[src/tkq_consts.svh]
/*
  Constants of the touch-key query command decoder: command codes,
  field positions, response lengths, CRC and timing figures.
  Assumes it is included by bare name from the package and the core.
*/
// Notes on behaviour
// - First-key bit 7: two or more touches.
// - First-key bit 6: calibration, cal failure, sync, comms or self-test fault.
// - Low five bits: first key, 0x1F none.
// - One data byte then CRC of command+data.
// - All-keys: three detect bytes then CRC.
// - Error flags: three bytes then CRC.
// - Self-test command returns line fault bitfield.
// - Dump halts scanning, sends 100+CRC, resumes.
// - Checksum command returns stored setups CRC.
// - Echo returns inverted last command, clears error.
// - Diagnostic: five bytes, no CRC.
// - Signal and reference go low byte first.
// - Key status: enabled, detect, calibrating bits.
// - Key status: low reference, five cal failures.
// - Key calibration only in its scan slot.
// - Scheduled calibration answers inverted command.
// - Unknown command sets communications error.
`ifndef TKQ_CONSTS_SVH
`define TKQ_CONSTS_SVH
`define TKQ_NKEYS 24
`define TKQ_KEY_MAX 5'h17
`define TKQ_CMD_NULL 8'h00
`define TKQ_CMD_SETUPS 8'h01
`define TKQ_CMD_CALALL 8'h03
`define TKQ_CMD_RESET 8'h04
`define TKQ_CMD_GSTAT 8'h05
`define TKQ_CMD_FIRST 8'h06
`define TKQ_CMD_ALL 8'h07
`define TKQ_CMD_ERR 8'h0B
`define TKQ_CMD_SELF 8'h0C
`define TKQ_CMD_DUMP 8'h0D
`define TKQ_CMD_NVCRC 8'h0E
`define TKQ_CMD_ECHO 8'h0F
`define TKQ_GRP_DIAG 2'h1
`define TKQ_GRP_KSTAT 2'h2
`define TKQ_GRP_KCAL 2'h3
`define TKQ_FK_MULTI 7
`define TKQ_FK_FLAG 6
`define TKQ_NO_TOUCH 5'h1F
`define TKQ_LEN_ONE 7'h01
`define TKQ_LEN_THREE 7'h03
`define TKQ_LEN_DIAG 7'h05
`define TKQ_LEN_DUMP 7'h64
`define TKQ_CRC_POLY 8'h31
`define TKQ_CRC_INIT 8'h00
`define TKQ_BIT_LAST 4'h7
`define TKQ_CLK_HZ 10000000
`define TKQ_CAL_WIN_MS 100
`define TKQ_TMR_W 20
`endif

[src/tkq_pkg.sv]
/*
  Types of the touch-key query command decoder.
  Assumes the constants header is on the include path.
*/
`default_nettype none
`include "tkq_consts.svh"
package tkq_pkg;
  // Response engine modes.
  typedef enum logic {TKQ_IDLE, TKQ_EMIT} tkq_mode_t;
  // Per-key state vectors from the sensing logic.
  typedef struct packed {
    logic [`TKQ_NKEYS-1:0] detect;
    logic [`TKQ_NKEYS-1:0] enabled;
    logic [`TKQ_NKEYS-1:0] cal;
    logic [`TKQ_NKEYS-1:0] calfail;
    logic [`TKQ_NKEYS-1:0] lowref;
    logic [`TKQ_NKEYS-1:0] err;
  } tkq_keys_t;
  // Diagnostic values of the selected key.
  typedef struct packed {
    logic [15:0] signal;
    logic [15:0] refv;
    logic [7:0] normal_integrator_count;
  } tkq_diag_t;
  // Whole register state of the core.
  typedef struct packed {
    logic [2:0] sclk;
    logic [1:0] ss;
    logic [1:0] mosi;
    logic [3:0] bitcnt;
    logic [7:0] rx;
    logic [7:0] tx;
    logic miso;
    logic [7:0] last_cmd;
    logic [7:0] cal_prev;
    logic [`TKQ_TMR_W-1:0] tmr;
    logic comm_err;
    logic cal_pend;
    logic cal_stb;
    logic [4:0] cal_key;
    tkq_mode_t mode;
    logic [7:0] cmd;
    logic [7:0] ans;
    logic [6:0] idx;
    logic [6:0] len;
    logic [7:0] crc;
    logic use_crc;
    logic halt;
  } tkq_state_t;
endpackage
`default_nettype wire

[src/tkq_fifo.sv]
/*
  Response byte FIFO with valid and ready on both sides.
  Assumes one clock and an active-low asynchronous reset.
*/
`timescale 1ns/1ps
`default_nettype none
module tkq_fifo #(
  parameter int W = 8,
  parameter int DEPTH = 8
)(
  input wire logic i_mclk,
  input wire logic i_rstn,
  input wire logic i_in_valid,
  output logic o_in_ready,
  input wire logic [W-1:0] i_in_data,
  output logic o_out_valid,
  input wire logic i_out_ready,
  output logic [W-1:0] o_out_data
);
  localparam int AW = $clog2(DEPTH);
  // Pointers and fill count as one state word.
  typedef struct packed {
    logic [AW-1:0] wr;
    logic [AW-1:0] rd;
    logic [AW:0] cnt;
  } tkq_fifo_st_t;
  tkq_fifo_st_t q, d; // State and its next value.
  logic [W-1:0] mem [DEPTH]; // Byte storage.
  logic wen; // Write this cycle.
  logic ren; // Read this cycle.

  // Full and empty come straight from the count.
  assign o_in_ready = (q.cnt != (AW+1)'(DEPTH));
  assign o_out_valid = (q.cnt != '0);
  assign o_out_data = mem[q.rd];
  assign wen = i_in_valid && o_in_ready;
  assign ren = o_out_valid && i_out_ready;

  // Pointer and count update.
  always_comb begin
    d = q;
    if (wen) begin
      d.wr = (q.wr == AW'(DEPTH-1)) ? '0 : q.wr + 1'b1;
    end
    if (ren) begin
      d.rd = (q.rd == AW'(DEPTH-1)) ? '0 : q.rd + 1'b1;
    end
    d.cnt = q.cnt + (AW+1)'(wen) - (AW+1)'(ren);
  end

  // State register.
  always_ff @(posedge i_mclk or negedge i_rstn) begin
    if (!i_rstn) begin
      q <= '0;
    end else begin
      q <= d;
    end
  end

  // Storage write; contents need no reset.
  always_ff @(posedge i_mclk) begin
    if (wen) begin
      mem[q.wr] <= i_in_data;
    end
  end
endmodule // tkq_fifo
`default_nettype wire

[src/tkq_core.sv]
/*
  Serial query command decoder of the touch-key controller: takes
  command bytes from the serial port, builds the answers (CRC-8 except echo, checksum, diagnostic, calibration ack),
  schedules single-key calibrations and reports a line fault status.
  Assumes sensing logic on i_mclk supplies key state, diagnostics and
  the setups store; serial pins are asynchronous to i_mclk.
*/
`timescale 1ns/1ps
`default_nettype none
`include "tkq_consts.svh"
module tkq_core
  import tkq_pkg::*;
#(
  parameter int CAL_WIN_CYC = `TKQ_CAL_WIN_MS * (`TKQ_CLK_HZ / 1000),
  parameter int FIFO_DEPTH = 8
)(
  input wire logic i_mclk,
  input wire logic i_rstn,
  input wire logic i_sclk,
  input wire logic i_ss_n,
  input wire logic i_mosi,
  output logic o_miso,
  input wire tkq_keys_t i_keys,
  input wire logic i_sync_fail,
  input wire logic i_selftest_fail,
  input wire logic [7:0] i_line_fault_selftest,
  input wire logic [7:0] i_nv_crc,
  input wire logic [7:0] i_setup_data,
  output logic [6:0] o_setup_addr,
  input wire tkq_diag_t i_diag,
  output logic [4:0] o_diag_key,
  input wire logic [4:0] i_slot_key,
  output logic o_cal_stb,
  output logic [4:0] o_cal_key,
  output logic o_scan_halt,
  output logic o_comm_err
);
  // Calibration pair window in clock cycles.
  localparam logic [`TKQ_TMR_W-1:0] WIN = `TKQ_TMR_W'(CAL_WIN_CYC);

  tkq_state_t q, d; // State and its next value.
  logic rise; // Link clock rising edge.
  logic fall; // Link clock falling edge.
  logic active; // Select is asserted.
  logic rx_done; // A whole byte arrived this cycle.
  logic [7:0] rx_byte; // The byte that arrived.
  logic push; // Engine offers a byte.
  logic in_rdy; // FIFO can take it.
  logic [7:0] in_data; // Offered byte.
  logic out_vld; // FIFO holds a byte.
  logic pop; // Byte taken for sending.
  logic [7:0] out_data; // Head of the FIFO.
  logic [7:0] rsp; // Data byte at the current index.
  logic [4:0] first; // Lowest touched key.
  logic multi; // Two or more touches.
  logic flag6; // Summary fault flag.
  logic last; // Engine sends its final byte.
  logic [4:0] kk; // Key selected by the command.

  // ****************************************
  // CRC-8 of one byte
  // ****************************************
  function automatic logic [7:0] crc8(input logic [7:0] c,
                                      input logic [7:0] b);
    logic [7:0] r;
    r = c ^ b;
    for (int i = 0; i < 8; i++) begin
      r = r[7] ? ({r[6:0], 1'b0} ^ `TKQ_CRC_POLY) : {r[6:0], 1'b0};
    end
    return r;
  endfunction

  // ****************************************
  // Answer buffer
  // ****************************************
  tkq_fifo #(
    .W(8),
    .DEPTH(FIFO_DEPTH)
  ) u_fifo (
    .i_mclk(i_mclk),
    .i_rstn(i_rstn),
    .i_in_valid(push),
    .o_in_ready(in_rdy),
    .i_in_data(in_data),
    .o_out_valid(out_vld),
    .i_out_ready(pop),
    .o_out_data(out_data)
  );

  // ****************************************
  // Key summaries
  // ****************************************

  // Lowest touched key and touch count flags.
  always_comb begin
    first = `TKQ_NO_TOUCH;
    for (int i = `TKQ_NKEYS - 1; i >= 0; i--) begin
      if (i_keys.detect[i]) begin
        first = 5'(i);
      end
    end
    multi = |(i_keys.detect & (i_keys.detect - 1'b1));
    flag6 = |i_keys.cal || |i_keys.calfail || i_sync_fail ||
            q.comm_err || i_selftest_fail;
  end

  // ****************************************
  // Answer byte selection
  // ****************************************

  // Data byte chosen by command and index.
  always_comb begin
    kk = q.cmd[4:0];
    rsp = `TKQ_CMD_NULL;
    unique case (q.cmd)
      `TKQ_CMD_FIRST: rsp = {multi, flag6, 1'b0, first};
      `TKQ_CMD_ALL: rsp = i_keys.detect[{q.idx[1:0], 3'b000} +: 8];
      `TKQ_CMD_ERR: rsp = i_keys.err[{q.idx[1:0], 3'b000} +: 8];
      `TKQ_CMD_SELF: rsp = i_line_fault_selftest;
      `TKQ_CMD_DUMP: rsp = i_setup_data;
      `TKQ_CMD_NVCRC: rsp = i_nv_crc;
      `TKQ_CMD_ECHO: rsp = q.ans;
      default: begin
        if (q.cmd[7:6] == `TKQ_GRP_DIAG) begin
          // Signal and reference go low byte first.
          unique case (q.idx[2:0])
            3'h0: rsp = i_diag.signal[7:0];
            3'h1: rsp = i_diag.signal[15:8];
            3'h2: rsp = i_diag.refv[7:0];
            3'h3: rsp = i_diag.refv[15:8];
            default: rsp = i_diag.normal_integrator_count;
          endcase
        end else if (q.cmd[7:6] == `TKQ_GRP_KSTAT) begin
          rsp = {3'h0, i_keys.enabled[kk], i_keys.detect[kk],
                 i_keys.lowref[kk], i_keys.cal[kk],
                 i_keys.calfail[kk]};
        end else begin
          rsp = q.ans;
        end
      end
    endcase
  end

  // ****************************************
  // Link, decoder and engine
  // ****************************************

  // Next state of the whole core.
  always_comb begin
    d = q;
    // Pins pass two flip-flops; edges use the second and third.
    d.sclk = {q.sclk[1:0], i_sclk};
    d.ss = {q.ss[0], i_ss_n};
    d.mosi = {q.mosi[0], i_mosi};
    rise = q.sclk[1] && !q.sclk[2];
    fall = !q.sclk[1] && q.sclk[2];
    active = !q.ss[1];
    rx_byte = {q.rx[6:0], q.mosi[1]};
    rx_done = 1'b0;
    pop = 1'b0;
    d.cal_stb = 1'b0;
    if (q.tmr != WIN) begin
      d.tmr = q.tmr + 1'b1;
    end
    // Receive: sample on rising edge, MSB first.
    if (!active) begin
      d.bitcnt = '0;
    end else if (rise) begin
      d.rx = rx_byte;
      d.bitcnt = q.bitcnt + 1'b1;
      if (q.bitcnt == `TKQ_BIT_LAST) begin
        d.bitcnt = '0;
        rx_done = 1'b1;
      end
    end
    // Send: a new byte starts on the first falling edge of a byte.
    if (active && fall) begin
      if (q.bitcnt == '0) begin
        pop = out_vld;
        d.tx = out_vld ? out_data : `TKQ_CMD_NULL;
      end
      d.miso = d.tx[7];
      d.tx = {d.tx[6:0], 1'b0};
    end
    // Engine: one byte into the FIFO per accepted cycle.
    push = (q.mode == TKQ_EMIT);
    in_data = (q.idx == q.len) ? q.crc : rsp;
    last = q.use_crc ? (q.idx == q.len) : (q.idx == q.len - 1'b1);
    if (push && in_rdy) begin
      d.crc = crc8(q.crc, in_data);
      d.idx = q.idx + 1'b1;
      if (last) begin
        d.mode = TKQ_IDLE;
        d.halt = 1'b0;
        d.idx = '0;
      end
    end
    // Decoder: bytes that arrive while answering are ignored.
    if (rx_done && q.mode == TKQ_IDLE &&
        rx_byte != `TKQ_CMD_NULL) begin
      d.last_cmd = rx_byte;
      d.cal_prev = rx_byte;
      d.tmr = '0;
      d.cmd = rx_byte;
      d.idx = '0;
      d.crc = crc8(`TKQ_CRC_INIT, rx_byte);
      d.use_crc = 1'b1;
      d.len = `TKQ_LEN_ONE;
      unique case (rx_byte)
        `TKQ_CMD_SETUPS, `TKQ_CMD_CALALL, `TKQ_CMD_RESET,
        `TKQ_CMD_GSTAT: begin
          // Served by other logic; nothing to send here.
        end
        `TKQ_CMD_FIRST, `TKQ_CMD_SELF: d.mode = TKQ_EMIT;
        `TKQ_CMD_ALL, `TKQ_CMD_ERR: begin
          d.len = `TKQ_LEN_THREE;
          d.mode = TKQ_EMIT;
        end
        `TKQ_CMD_DUMP: begin
          d.len = `TKQ_LEN_DUMP;
          d.halt = 1'b1;
          d.mode = TKQ_EMIT;
        end
        `TKQ_CMD_NVCRC: begin
          d.use_crc = 1'b0;
          d.mode = TKQ_EMIT;
        end
        `TKQ_CMD_ECHO: begin
          d.ans = ~q.last_cmd;
          d.use_crc = 1'b0;
          d.comm_err = 1'b0;
          d.mode = TKQ_EMIT;
        end
        default: begin
          if (rx_byte[5] || rx_byte[4:0] > `TKQ_KEY_MAX ||
              rx_byte[7:6] == 2'h0) begin
            d.comm_err = 1'b1;
          end else if (rx_byte[7:6] == `TKQ_GRP_DIAG) begin
            d.len = `TKQ_LEN_DIAG;
            d.use_crc = 1'b0;
            d.mode = TKQ_EMIT;
          end else if (rx_byte[7:6] == `TKQ_GRP_KSTAT) begin
            d.mode = TKQ_EMIT;
          end else if (q.cal_prev == rx_byte && q.tmr < WIN) begin
            // Second of a timely pair: schedule and acknowledge.
            d.cal_pend = 1'b1;
            d.cal_key = rx_byte[4:0];
            d.cal_prev = `TKQ_CMD_NULL;
            d.ans = ~rx_byte;
            d.use_crc = 1'b0;
            d.mode = TKQ_EMIT;
          end
        end
      endcase
    end
    // Calibration fires only in the key's own scan slot. A pair for
    // another key decoded in this very cycle wins: it stays pending.
    if (q.cal_pend && i_slot_key == q.cal_key &&
        d.cal_key == q.cal_key) begin
      d.cal_stb = 1'b1;
      d.cal_pend = 1'b0;
    end
  end

  // State register.
  always_ff @(posedge i_mclk or negedge i_rstn) begin
    if (!i_rstn) begin
      q <= '{sclk: 3'h7, ss: 2'h3, tmr: WIN, mode: TKQ_IDLE,
             default: '0};
    end else begin
      q <= d;
    end
  end

  // Outputs straight from state.
  assign o_miso = q.miso;
  assign o_setup_addr = q.idx;
  assign o_diag_key = q.cmd[4:0];
  assign o_cal_stb = q.cal_stb;
  assign o_cal_key = q.cal_key;
  assign o_scan_halt = q.halt;
  assign o_comm_err = q.comm_err;
endmodule // tkq_core
`default_nettype wire

[config.mk]
export PLATFORM = sky130hd
export DESIGN_NAME = tkq_core
export DESIGN_NICKNAME = d
export VERILOG_FILES = /design/src/tkq_pkg.sv /design/src/tkq_fifo.sv /design/src/tkq_core.sv
export VERILOG_INCLUDE_DIRS = /design/src
export SDC_FILE = /design/constraint.sdc
export NUM_CORES = 1
export LEC_CHECK = 0
export BUFFER_PORTS_ARGS = -buffer_cell sky130_fd_sc_hd__buf_4
export CAP_MARGIN = 15
export CORE_UTILIZATION = 30
export CTS_BUF_LIST = sky130_fd_sc_hd__clkbuf_8
export DETAILED_ROUTE_END_ITERATION = 10
export PLACE_DENSITY_LB_ADDON = 0.05
export RECOVER_POWER = 50
export SYNTH_ARGS = -nofsm -noshare
export SYNTH_HDL_FRONTEND = slang
export SYNTH_SLANG_ARGS = --single-unit
[constraint.sdc]
create_clock -name i_mclk -period 5.5 [get_ports i_mclk]
set_input_delay 0.55 -clock i_mclk [delete_from_list [all_inputs] [get_ports i_mclk]]
set_output_delay 0.55 -clock i_mclk [all_outputs]
set_load 0.02 [all_outputs]
# Word-level counts from Yosys, hierarchy flattened
# Memory sizes are Yosys's and may differ from the RTL's.
# Cells that the tools add are included.
# W data, S select, Z words.
# totals
regBits,114
latchBits,0
ramBits,64
mem_bits_ro,0
out_inout_bits,21
n_memories,1
# mem_list
name,words,word_bits,rd,rd_ports_with_merged_regs,write_ports,line,source
u_fifo.mem,8,8,1,0,1,tkq_fifo.sv:28,logic [W-1:0] mem [DEPTH];
# op_classes
add_sub_neg,9
mul,0
n_div,0
n_lt_le_gt_ge,3
n_eq_ne,42
shifts,2
mux,115
bitwise_logic,23
reduce_logical,46
# op_table
op,n
$mux W8,15
$mux W5,22
$mux W6,18
$eq A8 B4 Y1 const B,10
$reduce_or A24 Y1,3
$pmux W8 S7,1
$eq A8 B3 Y1 const B,6
$not A3 Y3,16
$shiftx A24 B6 Y8,2
$mux W46,1
$pmux W8 S4,1
$mux W1,30
$mux W4,7
$bmux W1 S5,5
$and A24 B24 Y24,1
$sub A24 B1 Y24 const B,1
$mux W22,1
$pmux W7 S3,1
$add A20 B1 Y20 const B,1
$lt A20 B20 Y1 const B,1
$mux W20,1
$ne A20 B20 Y1 const B,1
$not A8 Y8,2
$pmux W8 S2,1
47 further kinds,92

# Logic depth before layout (Yosys ltp)
# Gate-level depths: netlist of run 1.
# depth
ltp_word,49
depth_mapped,15

# Modules after synthesis
# From an unflattened synthesis of run 1, not the netlist that was laid out.
# hier_totals
cells_unflattened,1091
hier_area_um2,11671.2
# modules_own_cells
module,n_inst,cells_per_inst,area_per_inst_um2,seq_area_each_um2
tkq_core,1,942,8579.5,2517.4
tkq_fifo,1,149,3091.7,2172.1

# Least setup slack after synthesis of run 1
# No wires, ideal clock.
# synth_path
path_kind,register to register
startpoint,reg q (netlist bit o_setup_addr[1])
endpoint,reg q[8] in the netlist's numbering
setup_time_ns,0.132
arrival_ns,4.021
required_time_ns,5.368
path_slack_ns,1.348
path_stages_with_launch,16
n_path_buf,3
synth_period_minus_slack_ns,4.152
cell_sequence,dfrtp_1 > clkbuf_1 > clkbuf_1 > inv_1 > ha_1 > clkbuf_1 > or3_1 > a21oi_1 > a211oi_1 > or4_1 > a31oi_1 > mux2i_1 > xor2_1 > xnor3_1 > xnor2_1 > o21ai_1
# synth_via
elab_chain_cells,16
# synth_rtl
item,line,source
start: declaration,tkq_core.sv:41,"tkq_state_t q, d;"
start signal: assignment,tkq_core.sv:268,"q <= '{sclk: 3'h7, ss: 2'h3, tmr: WIN, mode: TKQ_IDLE,"
branches (longest 4 deep; another with $shiftx A24 B6 Y8),--,
$mux W8 *,tkq_core.sv:187,in_data = (q.idx == q.len) ? q.crc : rsp;
$xor A8 B8 Y8 *,tkq_core.sv:66,r = c ^ b;
$mux W6,tkq_core.sv:68,"r = r[7] ? ({r[6:0], 1'b0} ^ `TKQ_CRC_POLY) : {r[6:0], 1'b0};"
$mux W6 / $not A3 Y3 (equally long branches),--,
$mux W6,tkq_core.sv:68,
$mux W6 / $not A3 Y3 (equally long branches),--,
$not A3 Y3 (no source line) / $mux W6 (equally long branches),--,
$mux W6,tkq_core.sv:68,
$not A3 Y3 (no source line),--,
$mux W6 *,tkq_core.sv:68,
$mux W8 *,tkq_core.sv:189,if (push && in_rdy) begin
$mux W46 *,tkq_core.sv:199,if (rx_done && q.mode == TKQ_IDLE &&
# Every way passes the cells marked *. The select of a mux whose other input is x is not followed.
# A chain may end at the register's enable or synchronous reset.

# Worst setup path in the final report of run 1
# layout_path
startpoint,reg q (netlist bit o_diag_key[0])
endpoint,reg q[8] in the netlist's numbering
# layout_via
elab_chain_cells,17
# layout_rtl
item,line,source
$bmux W1 S5,tkq_core.sv:135,"i_keys.lowref[kk], i_keys.cal[kk],"
$mux W1 (implied by the code),tkq_core.sv:135,
$mux W8,tkq_core.sv:133,end else if (q.cmd[7:6] == `TKQ_GRP_KSTAT) begin
$mux W8,tkq_core.sv:124,if (q.cmd[7:6] == `TKQ_GRP_DIAG) begin
$pmux W8 S7 *,tkq_core.sv:115,unique case (q.cmd)
$mux W8 *,tkq_core.sv:187,
$xor A8 B8 Y8 *,tkq_core.sv:66,
$mux W6,tkq_core.sv:68,
$not A3 Y3 (no source line),--,
$mux W6,tkq_core.sv:68,
$not A3 Y3 (no source line),--,
$mux W6 (2 in a row),tkq_core.sv:68,
$not A3 Y3 (no source line),--,
$mux W6 *,tkq_core.sv:68,
$mux W8 *,tkq_core.sv:189,
$mux W46 *,tkq_core.sv:199,
# Mark *: on every way between the ends. The rest lies on a longest branch, timed or not. The select of a mux whose other input is x is not followed.

==> results of run 1 <==
-- cell families (layout without fill, tap and decap cells) --
group | after synthesis | count (layout) | synth area share (%)
and+or+nand+nor | 368 | 368 | 16.6
AOI/OAI and AO/OA | 228 | 228 | 13.3
DFF | 174 | 174 | 41.0
buffers and inverters | 119 | 326 | 4.85
muxes | 105 | 105 | 15.7
xor gates and xnor gates | 74 | 74 | 5.97
adders and majority gates | 23 | 23 | 2.56
-- worst paths after layout --
kind / end / slack (ns)
worst max-delay path: q[8] / 1.27
worst min-delay path: d[107] / 0.18
worst max register to register: q[8] / 1.27
worst min register to register: q[109] / 0.36
max in group asynchronous: q[69] / 1.69
min in group asynchronous: o_miso / 0.95
-- worst reg2reg max path, cell delays in order, from the launching register on --
cell and delay, ns:
dfrtp_1 0.67, buf_4 0.64, mux4_2 0.58, a32o_1 0.23, a2111oi_0 0.56, buf_4 0.23
or4_1 0.11, a31oi_1 0.07, mux2i_1 0.30, xor2_1 0.19, xnor3_1 0.28, xnor2_1 0.16
o21ai_1 0.07
-- per-layer routing --
layer	vias to the layer above	wire, um	GRT usage [%]
li1	4482	-	-
met1	4648	17900	28.1
met2	269	18200	32.6
met3	37	1760	3.41
met4	0	727	5.71
met5	-	0	0
-- per-stage QoR --
stage | total power, mW | util [%] | std cells | setup WS [ns]
finish | 3.07 | 37.1 | 1809 | 1.27
global route | 3.25 | 37.1 | 1809 | 0.813
CTS | 3.13 | 37.3 | 1809 | 1.34
detailed placement | 2.21 | 36.3 | 1777 | 1.40
global placement | 2.21 | 36.3 | 1777 | 1.44
floorplan | 1.90 | - | 1091 | 1.35
-- cells in the mapped netlist, types with 7 or more instances --
| cell type | instances | area (sq um) |
|---|---|---|
| ha_1 | 21 | 263 |
| a222oi_1 | 8 | 80.1 |
| a22oi_1 | 8 | 60.1 |
| mux4_2 | 57 | 1280 |
| a2111oi_0 | 7 | 61.3 |
| inv_1 | 35 | 131 |
| xor2_1 | 44 | 385 |
| mux2i_1 | 22 | 220 |
| o211ai_1 | 10 | 75.1 |
| nand3_1 | 29 | 145 |
| nand4_1 | 10 | 62.6 |
| nand2_1 | 108 | 405 |
| xnor2_1 | 27 | 236 |
| nand2b_1 | 14 | 87.6 |
| nor2b_1 | 9 | 56.3 |
| a31oi_1 | 9 | 56.3 |
| o21ai_0 | 46 | 230 |
| dfrtp_1 | 98 | 2450 |
| and3_1 | 13 | 81.3 |
| o22ai_1 | 8 | 50.1 |
| nor3_1 | 25 | 125 |
| a21oi_1 | 59 | 295 |
| mux2_2 | 25 | 282 |
| nor4_1 | 28 | 175 |
| buf_2 | 9 | 45.0 |
| nor2_1 | 84 | 315 |
| a21o_1 | 8 | 60.1 |
| dfstp_2 | 12 | 315 |
| edfxtp_1 | 64 | 1920 |
| clkbuf_1 | 44 | 165 |
| a211oi_1 | 12 | 90.1 |
| buf_4 | 22 | 165 |
-- cell type report --
type                       instances  area [sq um]  share of cell area [%]
tap                              511           639                    4.59
multi-input combinational        798          6210                    44.6
inverter                          36           135                   0.970
sequential                       174          4690                    33.7
timing repair buffer             258          1850                    13.3
clock inverter                    15           165                    1.19
clock buffer                      17           234                    1.68
-- power by group through the flow --
stage / clock, mW / combinational, mW / sequential, mW
2_1_floorplan: 0 / 0.446 / 1.46
3_3_place_gp: 0 / 0.673 / 1.53
3_5_place_dp: 0 / 0.675 / 1.54
4_1_cts: 0.949 / 0.677 / 1.51
5_1_grt: 0.989 / 0.737 / 1.52
6_report: 0.905 / 0.658 / 1.50
-- sequential cells by signal, indices dropped and copies added (netlist names) --
name	flops
q	74
u_fifo.mem	64
u_fifo.q	10
o_setup_addr	7
o_cal_key	5
o_diag_key	5
d	4
o_cal_stb	1
o_comm_err	1
o_miso	1
o_scan_halt	1
push	1
==> results, run 1 <==
- The run finished, with violations left.
- The checks that failed: capacitance limit, slew limit.
- The overall die height is 197 um.
- Net switching is 32.3% of the power.
- For this design, the CTS-stage hold fixing added 0 buffers.
- The buffers plus inverters on the worst setup path is 2.
- The area of the mapped netlist is around 0.011 sq mm.
- Across every metal layer, demand over resource in global routing totals 20.3%.
- The first detailed-routing pass ran for 6 iterations.
- approximately 240 I/O pins were placed.
- The cell occurring most often along the worst timing path is buf_4.
- The internal power of the cells totals 2.08 mW.
- The worst voltage drop across the vdd grid is 0.157 mV.
- The initial antenna violation count was 0.
- The number of global-route vias before repair came to between 9000 and 10000.
- The area of all placed cells without fillers is 0.0139 sq mm.
- For this run, design rule violations remaining after detail routing come to 0.
- Clock tree synthesis selected as its root buffer the cell clkbuf_8.
- Along the worst hold path, the cell count comes to 1.
- The static leakage is 5.43 nW.
- The final route contains 9436 vias.
- Setup violations remaining at the end of the flow were counted as 0.
- The nature of the critical path startpoint is a flip-flop.
- The logic depth of the worst path, buffers included is 12.
- The total clock buffers created by CTS is 17.
- The final layout contains 1527 nets.
- The leading cell type in the layout, fill and taps excluded is buf_4.
- Yosys mapped a number of flops with a built-in enable equal to 64.
- The cell area reported after detailed placement is approximately 0.014 sq mm.
- Input and output buffers added on the ports amount to 240.
- The total wire length is 38.7 mm.
- The global placer's final weighted congestion is around 0.88.
- The number of cells on the worst reg-to-reg path is 12.
- After synthesis the netlist holds a flip-flop and latch count of 174.
- When the netlist entered floorplanning its net count stood at 1333.
- The fraction of synthesis flops using an asynchronous set or reset pin is 63.2%.
- Entering global routing, the biggest net connects 66 pins.
- The power share of the clock group is 29.5%.
- In this run the power spent charging and discharging nets is 989 uW.
- The synthesis-to-finish area growth is 21.7%.
- The row count is 71.
- The critical path goes through buf_4 > mux4_2 > a32o_1 > a2111oi_0 > buf_4 > or4_1 > a31oi_1 > mux2i_1 > xor2_1 > xnor3_1 > xnor2_1 > o21ai_1.
- Setup repair after global routing left no endpoint under its margin.
- Dividing the detail-routed via count by the number of cells gives 5.22.
- The final period utilization is 76.9%.
- The worst clock skew on the final layout is roughly 0.028 ns.
- Counting the fill cells in the layout gives 3813.
- The number of sinks handled by clock tree synthesis is roughly 170.
- The kind of cell with the highest combined delay along the critical path is compound AO/OA/AOI/OAI gates.
- The initial cell density of the core is between 30% and 40%.
- The leftover overflow at the end of global routing is 0.
- In the layout the commonest cells are 232 x buf_4, 108 x nand2_1, 98 x dfrtp_1, 84 x nor2_1, 64 x edfxtp_1.
- The start-to-end type of the worst setup path is reg2reg.
- The share of total power in sequential cells is between 40% and 50%.
- The part of the total power dissipated in combinational logic is 21.5%.
- The number of warnings issued by yosys is 0.
- After synthesis, the mean cell area works out to 10.5 sq um.
- Once detailed placement completed, the half-perimeter wirelength came to 29.8 mm.
- The buffer count from post-CTS setup fixing is 0.
- Power spread over the standard cell area amounts to 220 mW/mm^2.
- The kind of path behind the tightest hold check is in2reg.
- The highest clock rate is 237 MHz.
- The count of maximum capacitance violations is 6.
- The clock transition at the registers of the reported paths is 0.11 ns.
- The worst-case headroom to the max-slew limit is -88.9%.
- The width of the die is 197 um.
- The origin of the worst min-delay path is i_mosi.
- For the pin with the worst max-slew slack, the measured transition is 2.83 ns.
- The most used flip-flop cell after synthesis is dfrtp_1.
- The worst-path cell with the longest stage delay is dfrtp_1.
- The TritonCTS clock tree is yes.
- The full die area is 0.0389 sq mm.
- The startpoint identified for the worst register-to-register timing path is o_diag_key[0].
- The first global-routing pass estimated a little under 60 mm of wire.
- The clock passes through at most 2 buffers.
- The post-cts resize count is 0.
- The proportion of layout cells with a drive suffix above 1 is 29.9%.
- The first-iteration detailed-routing DRC count is 552.
- The core outline area is between 0.03 and 0.04 sq mm.
- The H-tree was split into 4 levels.
- The final max-slew violation count is 148.
- The post-synthesis cell count is 1091.
- The time the worst path needs with I/O delays and setup is between 4 and 5 ns.
- Summing the sequential cell areas from Yosys gives between 40% and 50% of the chip area.
- The critical path startpoint is o_diag_key[0].
- The maximum fanout encountered on the critical timing path is 45.
- The number of endpoints with negative hold slack in the final report is 0.
- The final antenna-violating net count is 0.
- In the final timing run, aggregate negative setup slack is 0 ns.
- The worst setup path is captured at a flip-flop.
- The required time at the worst-slack endpoint is 5.86 ns.
- On the final layout, the worst hold slack is 0.178 ns.
- The delay of the slowest critical-path stage is 0.67 ns.
- The critical path arrival is between 4 and 5 ns.
- The clock latency of the later-clocked register in the worst-skew pair is 0.50 ns.
- The post-synthesis cell type count is 83.
- In the final routed layout, each cell accounts on average for 21.4 um.
- The antenna cell count is 0.
(Power assumes the default switching activity.)
==> inputs of run 2 (changes only) <==
Clock period 5.5 ns to 4.3 ns, I/O delays scaled along.
==> run 2 against run 1 <==
  * The flow still finishes with violations (capacitance limit, slew limit)
  * Clock power rose by 43%
  * Routed wire length increased by 0.28%
  * Non-clock buffer count grew 26
  * Via count is 1.2% higher
  * Count of clock-buffer cells in the layout increased by 1
  * Hold slack got worse by 0.11 ns
  * Design area grew 1.9%
  * Flip-flop and latch count did not move
  * Critical path depth did not move
  * Setup slack got worse by 0.88 ns
  * First-iteration DRC count is 15% higher
  * Global-route usage is essentially flat
  * Critical path type unchanged
  * Largest power group unchanged
==> results, run 2 (synthesis results as in run 1) <==
- The multi-input combinational cell area came to 0.00623 sq mm (was 0.00621 sq mm).
- The transition time of the tightest slew-check pin was 3.47 ns (was 2.83 ns).
- The initial antenna violation count was 0 (unchanged).
- Critical-path cell list: clkbuf_1 > mux4_2 > a31o_2 > a2111oi_0 > buf_4 > or4_1 > a31oi_1 > mux2i_1 > xor2_1 > xnor3_1 > xnor2_1 > o21ai_1 (was buf_4 > mux4_2 > a32o_1 > a2111oi_0 > buf_4 > or4_1 > a31oi_1 > mux2i_1 > xor2_1 > xnor3_1 > xnor2_1 > o21ai_1).
- The capturing element type of the critical path is a flip-flop (unchanged).
- The via density per instance is 5.20 (was 5.22).
- The worst-path cell with the longest stage delay is a2111oi_0 (was dfrtp_1).
- The leading cell type in the layout, fill and taps excluded is buf_4 (unchanged).
- The antenna cell count came to 0 (unchanged).
- The total wire length came to 38.8 mm (was 38.7 mm).
- The global-route wire length before repair was 59.2 mm (was 59.4 mm).
- The register with the most flip-flops is q (unchanged).
- The clock root buffer master is clkbuf_8 (unchanged).
- The worst clock skew on the final layout is 0.0237 ns (was 0.0275 ns).
- The clock latency of the later-clocked register in the worst-skew pair is 0.48 ns (was 0.50 ns).
- The final antenna-violating net count is 0 (unchanged).
- The number of endpoints with negative hold slack in the final report is 0 (unchanged).
- The first-iteration detailed-routing DRC count was 636 (was 552).
- The nature of the critical path startpoint is a flip-flop (unchanged).
- The global placer's final weighted congestion is 0.890 (was 0.879).
- The switching power is 1.24 mW (was 989 uW).
- The total number of nets in the final design is 1553 (was 1527).
- The buffer count from post-CTS setup fixing was 0 (unchanged).
- The post-cts resize count is 0 (unchanged).
- The cell area power density was 288 mW/mm^2 (was 220 mW/mm^2).
- The overall die height was 197 um (unchanged).
- The switching share of total power is 30.4% (was 32.3%).
- The cell area reported after detailed placement is 0.0138 sq mm (was 0.0136 sq mm).
- The total clock buffers created by CTS is 17 (unchanged).
- The minimum hold slack is 0.0648 ns (was 0.178 ns).
- The clock transition at the registers of the reported paths is 0.11 ns (about the same).
- The number of levels in the clock H-tree came to 4 (unchanged).
- The count of maximum capacitance violations is 1 (was 6).
- The share of total power in sequential cells is 47.1% (was 49.0%).
- The width of the die came to 197 um (unchanged).
- The flip-flop count of the largest register after layout is 74 (unchanged).
- The final setup violation count is 0 (unchanged).
- The row count is 71 (unchanged).
- RSZ-0062 raised after global routing: no (unchanged).
- The number of buffers inserted by hold repair at cts is 0 (unchanged).
- Most used cells in the layout excluding fill and tap cells: 254 x buf_4, 108 x nand2_1, 96 x dfrtp_1, 84 x nor2_1, 64 x edfxtp_1 (was 232 x buf_4, 108 x nand2_1, 98 x dfrtp_1, 84 x nor2_1, 64 x edfxtp_1).
- The final max-slew violation count is 58 (was 148).
- The core outline area came to 0.0376 sq mm (unchanged).
- The maximum fanout encountered on the critical timing path is 11 (was 45).
- The cell internal power dissipation is 2.85 mW (was 2.08 mW).
- The initial cell density of the core is 30.5% (unchanged).
- The number of global-route vias before repair is 9570 (was 9588).
- The worst-case headroom to the max-slew limit came to -131% (was -88.9%).
- The time the worst path needs with I/O delays and setup is 3.91 ns (was 4.23 ns).
- The leftover overflow at the end of global routing was 0 (unchanged).
- The storage element area came to 0.00469 sq mm (about the same).
- The required time at the worst-slack endpoint is 4.66 ns (was 5.86 ns).
- The final period utilization is 90.9% (was 76.9%).
- The buffers plus inverters on the worst setup path is 2 (unchanged).
- The routed length per placed instance is 21.1 um (was 21.4 um).
- The static leakage is 5.58 nW (was 5.43 nW).
- The number of top-level pins was 241 (unchanged).
- Largest registers in the final layout: q x74, u_fifo.mem x64, u_fifo.q x10 (unchanged).
- Run status: finished with violations (unchanged).
- The post-detailed-route DRC marker count was 0 (unchanged).
- The worst voltage drop across the vdd grid is 0.204 mV (was 0.157 mV).
- The start-to-end type of the worst setup path is reg2reg (unchanged).
- The proportion of layout cells with a drive suffix above 1 is 31.6% (was 29.9%).
- The number of I/O port buffers is 240 (unchanged).
- The number of sinks handled by clock tree synthesis is 174 (unchanged).
- The maximum clock path buffer count came to 2 (unchanged).
- Violated checks: capacitance limit, slew limit (unchanged).
- The filler cell count in the final layout came to 3778 (was 3813).
- The cell class contributing the biggest share of worst-path delay is compound AO/OA/AOI/OAI gates (unchanged).
- The full die area is 0.0389 sq mm (unchanged).
- The delay of the slowest critical-path stage was 0.65 ns (was 0.67 ns).
- The number of iterations in the first detailed-routing pass is 7 (was 6).
- The area of all placed cells without fillers is 0.0142 sq mm (was 0.0139 sq mm).
- The HPWL reported at the end of detailed placement is 29.9 mm (was 29.8 mm).
- The synthesis-to-finish area growth was 24.0% (was 21.7%).
- The total negative setup slack came to 0 ns (unchanged).
- The TritonCTS clock tree is yes (unchanged).
- The pin count of the biggest net entering global routing is 58 (was 66).
- The kind of path behind the tightest hold check is in2reg (unchanged).
- The highest clock rate came to 256 MHz (was 237 MHz).
- The power share of the clock group came to 31.6% (was 29.5%).
- The total number of vias is 9548 (was 9436).
- The global router's overall resource usage is 20.3% (about the same).
- The part of the total power dissipated in combinational logic is 21.4% (was 21.5%).
- The critical path arrival is 4.27 ns (was 4.59 ns).
==> run 2: metrics by stage <==
stage / util (%) / instances / power (mW) / setup WS, ns
3_5_place_dp: 36.8 / 1802 / 2.85 / 0.319
6_report: 37.8 / 1835 / 4.09 / 0.390
2_1_floorplan: - / 1091 / 2.43 / 0.148
4_1_cts: 38.0 / 1834 / 4.17 / 0.395
5_1_grt: 37.8 / 1835 / 4.33 / 0.125
3_3_place_gp: 36.8 / 1802 / 2.85 / 0.373
==> run 2: layout make-up <==
class / count / share of cell area [%]
flip-flops and latches: 174 / 33.1
repair buffers: 284 / 14.5
clock inverters: 14 / 1.37
multi-input cells: 798 / 43.9
clock buffers: 18 / 1.75
well taps: 511 / 4.51
inverters: 36 / 0.952
==> run 2: worst paths after layout <==
path,from,endpoint,depth (start not counted),slack [ns]
setup / recovery,o_diag_key[4],q[8],12,0.39
hold / removal,i_ss_n,d[109],1,0.06
setup reg to reg,o_diag_key[4],q[8],12,0.39
hold reg to reg,d[107],q[107],0,0.35
max in group asynchronous,i_rstn,o_diag_key[0],2,0.94
min in group asynchronous,i_rstn,o_setup_addr[6],1,1.09
==> run 2: worst register-to-register path, delay by kind of cell (launching register included) <==
family | cells | cell delay [ns]
compound gates | 4 | 1.06
buf+inv | 2 | 0.85
xor+xnor | 3 | 0.66
mux | 2 | 0.76
simple gates | 1 | 0.11
flops | 1 | 0.37
==> run 2: metal layers <==
metal  vias to the layer above  track usage, %  share of wire [%]
met5                         -               0                  0
met4                         0            5.14                1.7
met3                        38            3.43                5.1
met2                       270            32.1                 46
met1                      4709            28.6                 47
li1                       4531               -                  -
==> run 2: power groups by stage <==
stage	logic (mW)	registers, mW	clock network [mW]
global route	0.973	1.94	1.41
floorplan	0.570	1.86	0
CTS	0.855	1.96	1.35
global placement	0.849	2.00	0
detailed placement	0.851	2.00	0
finish	0.874	1.93	1.29
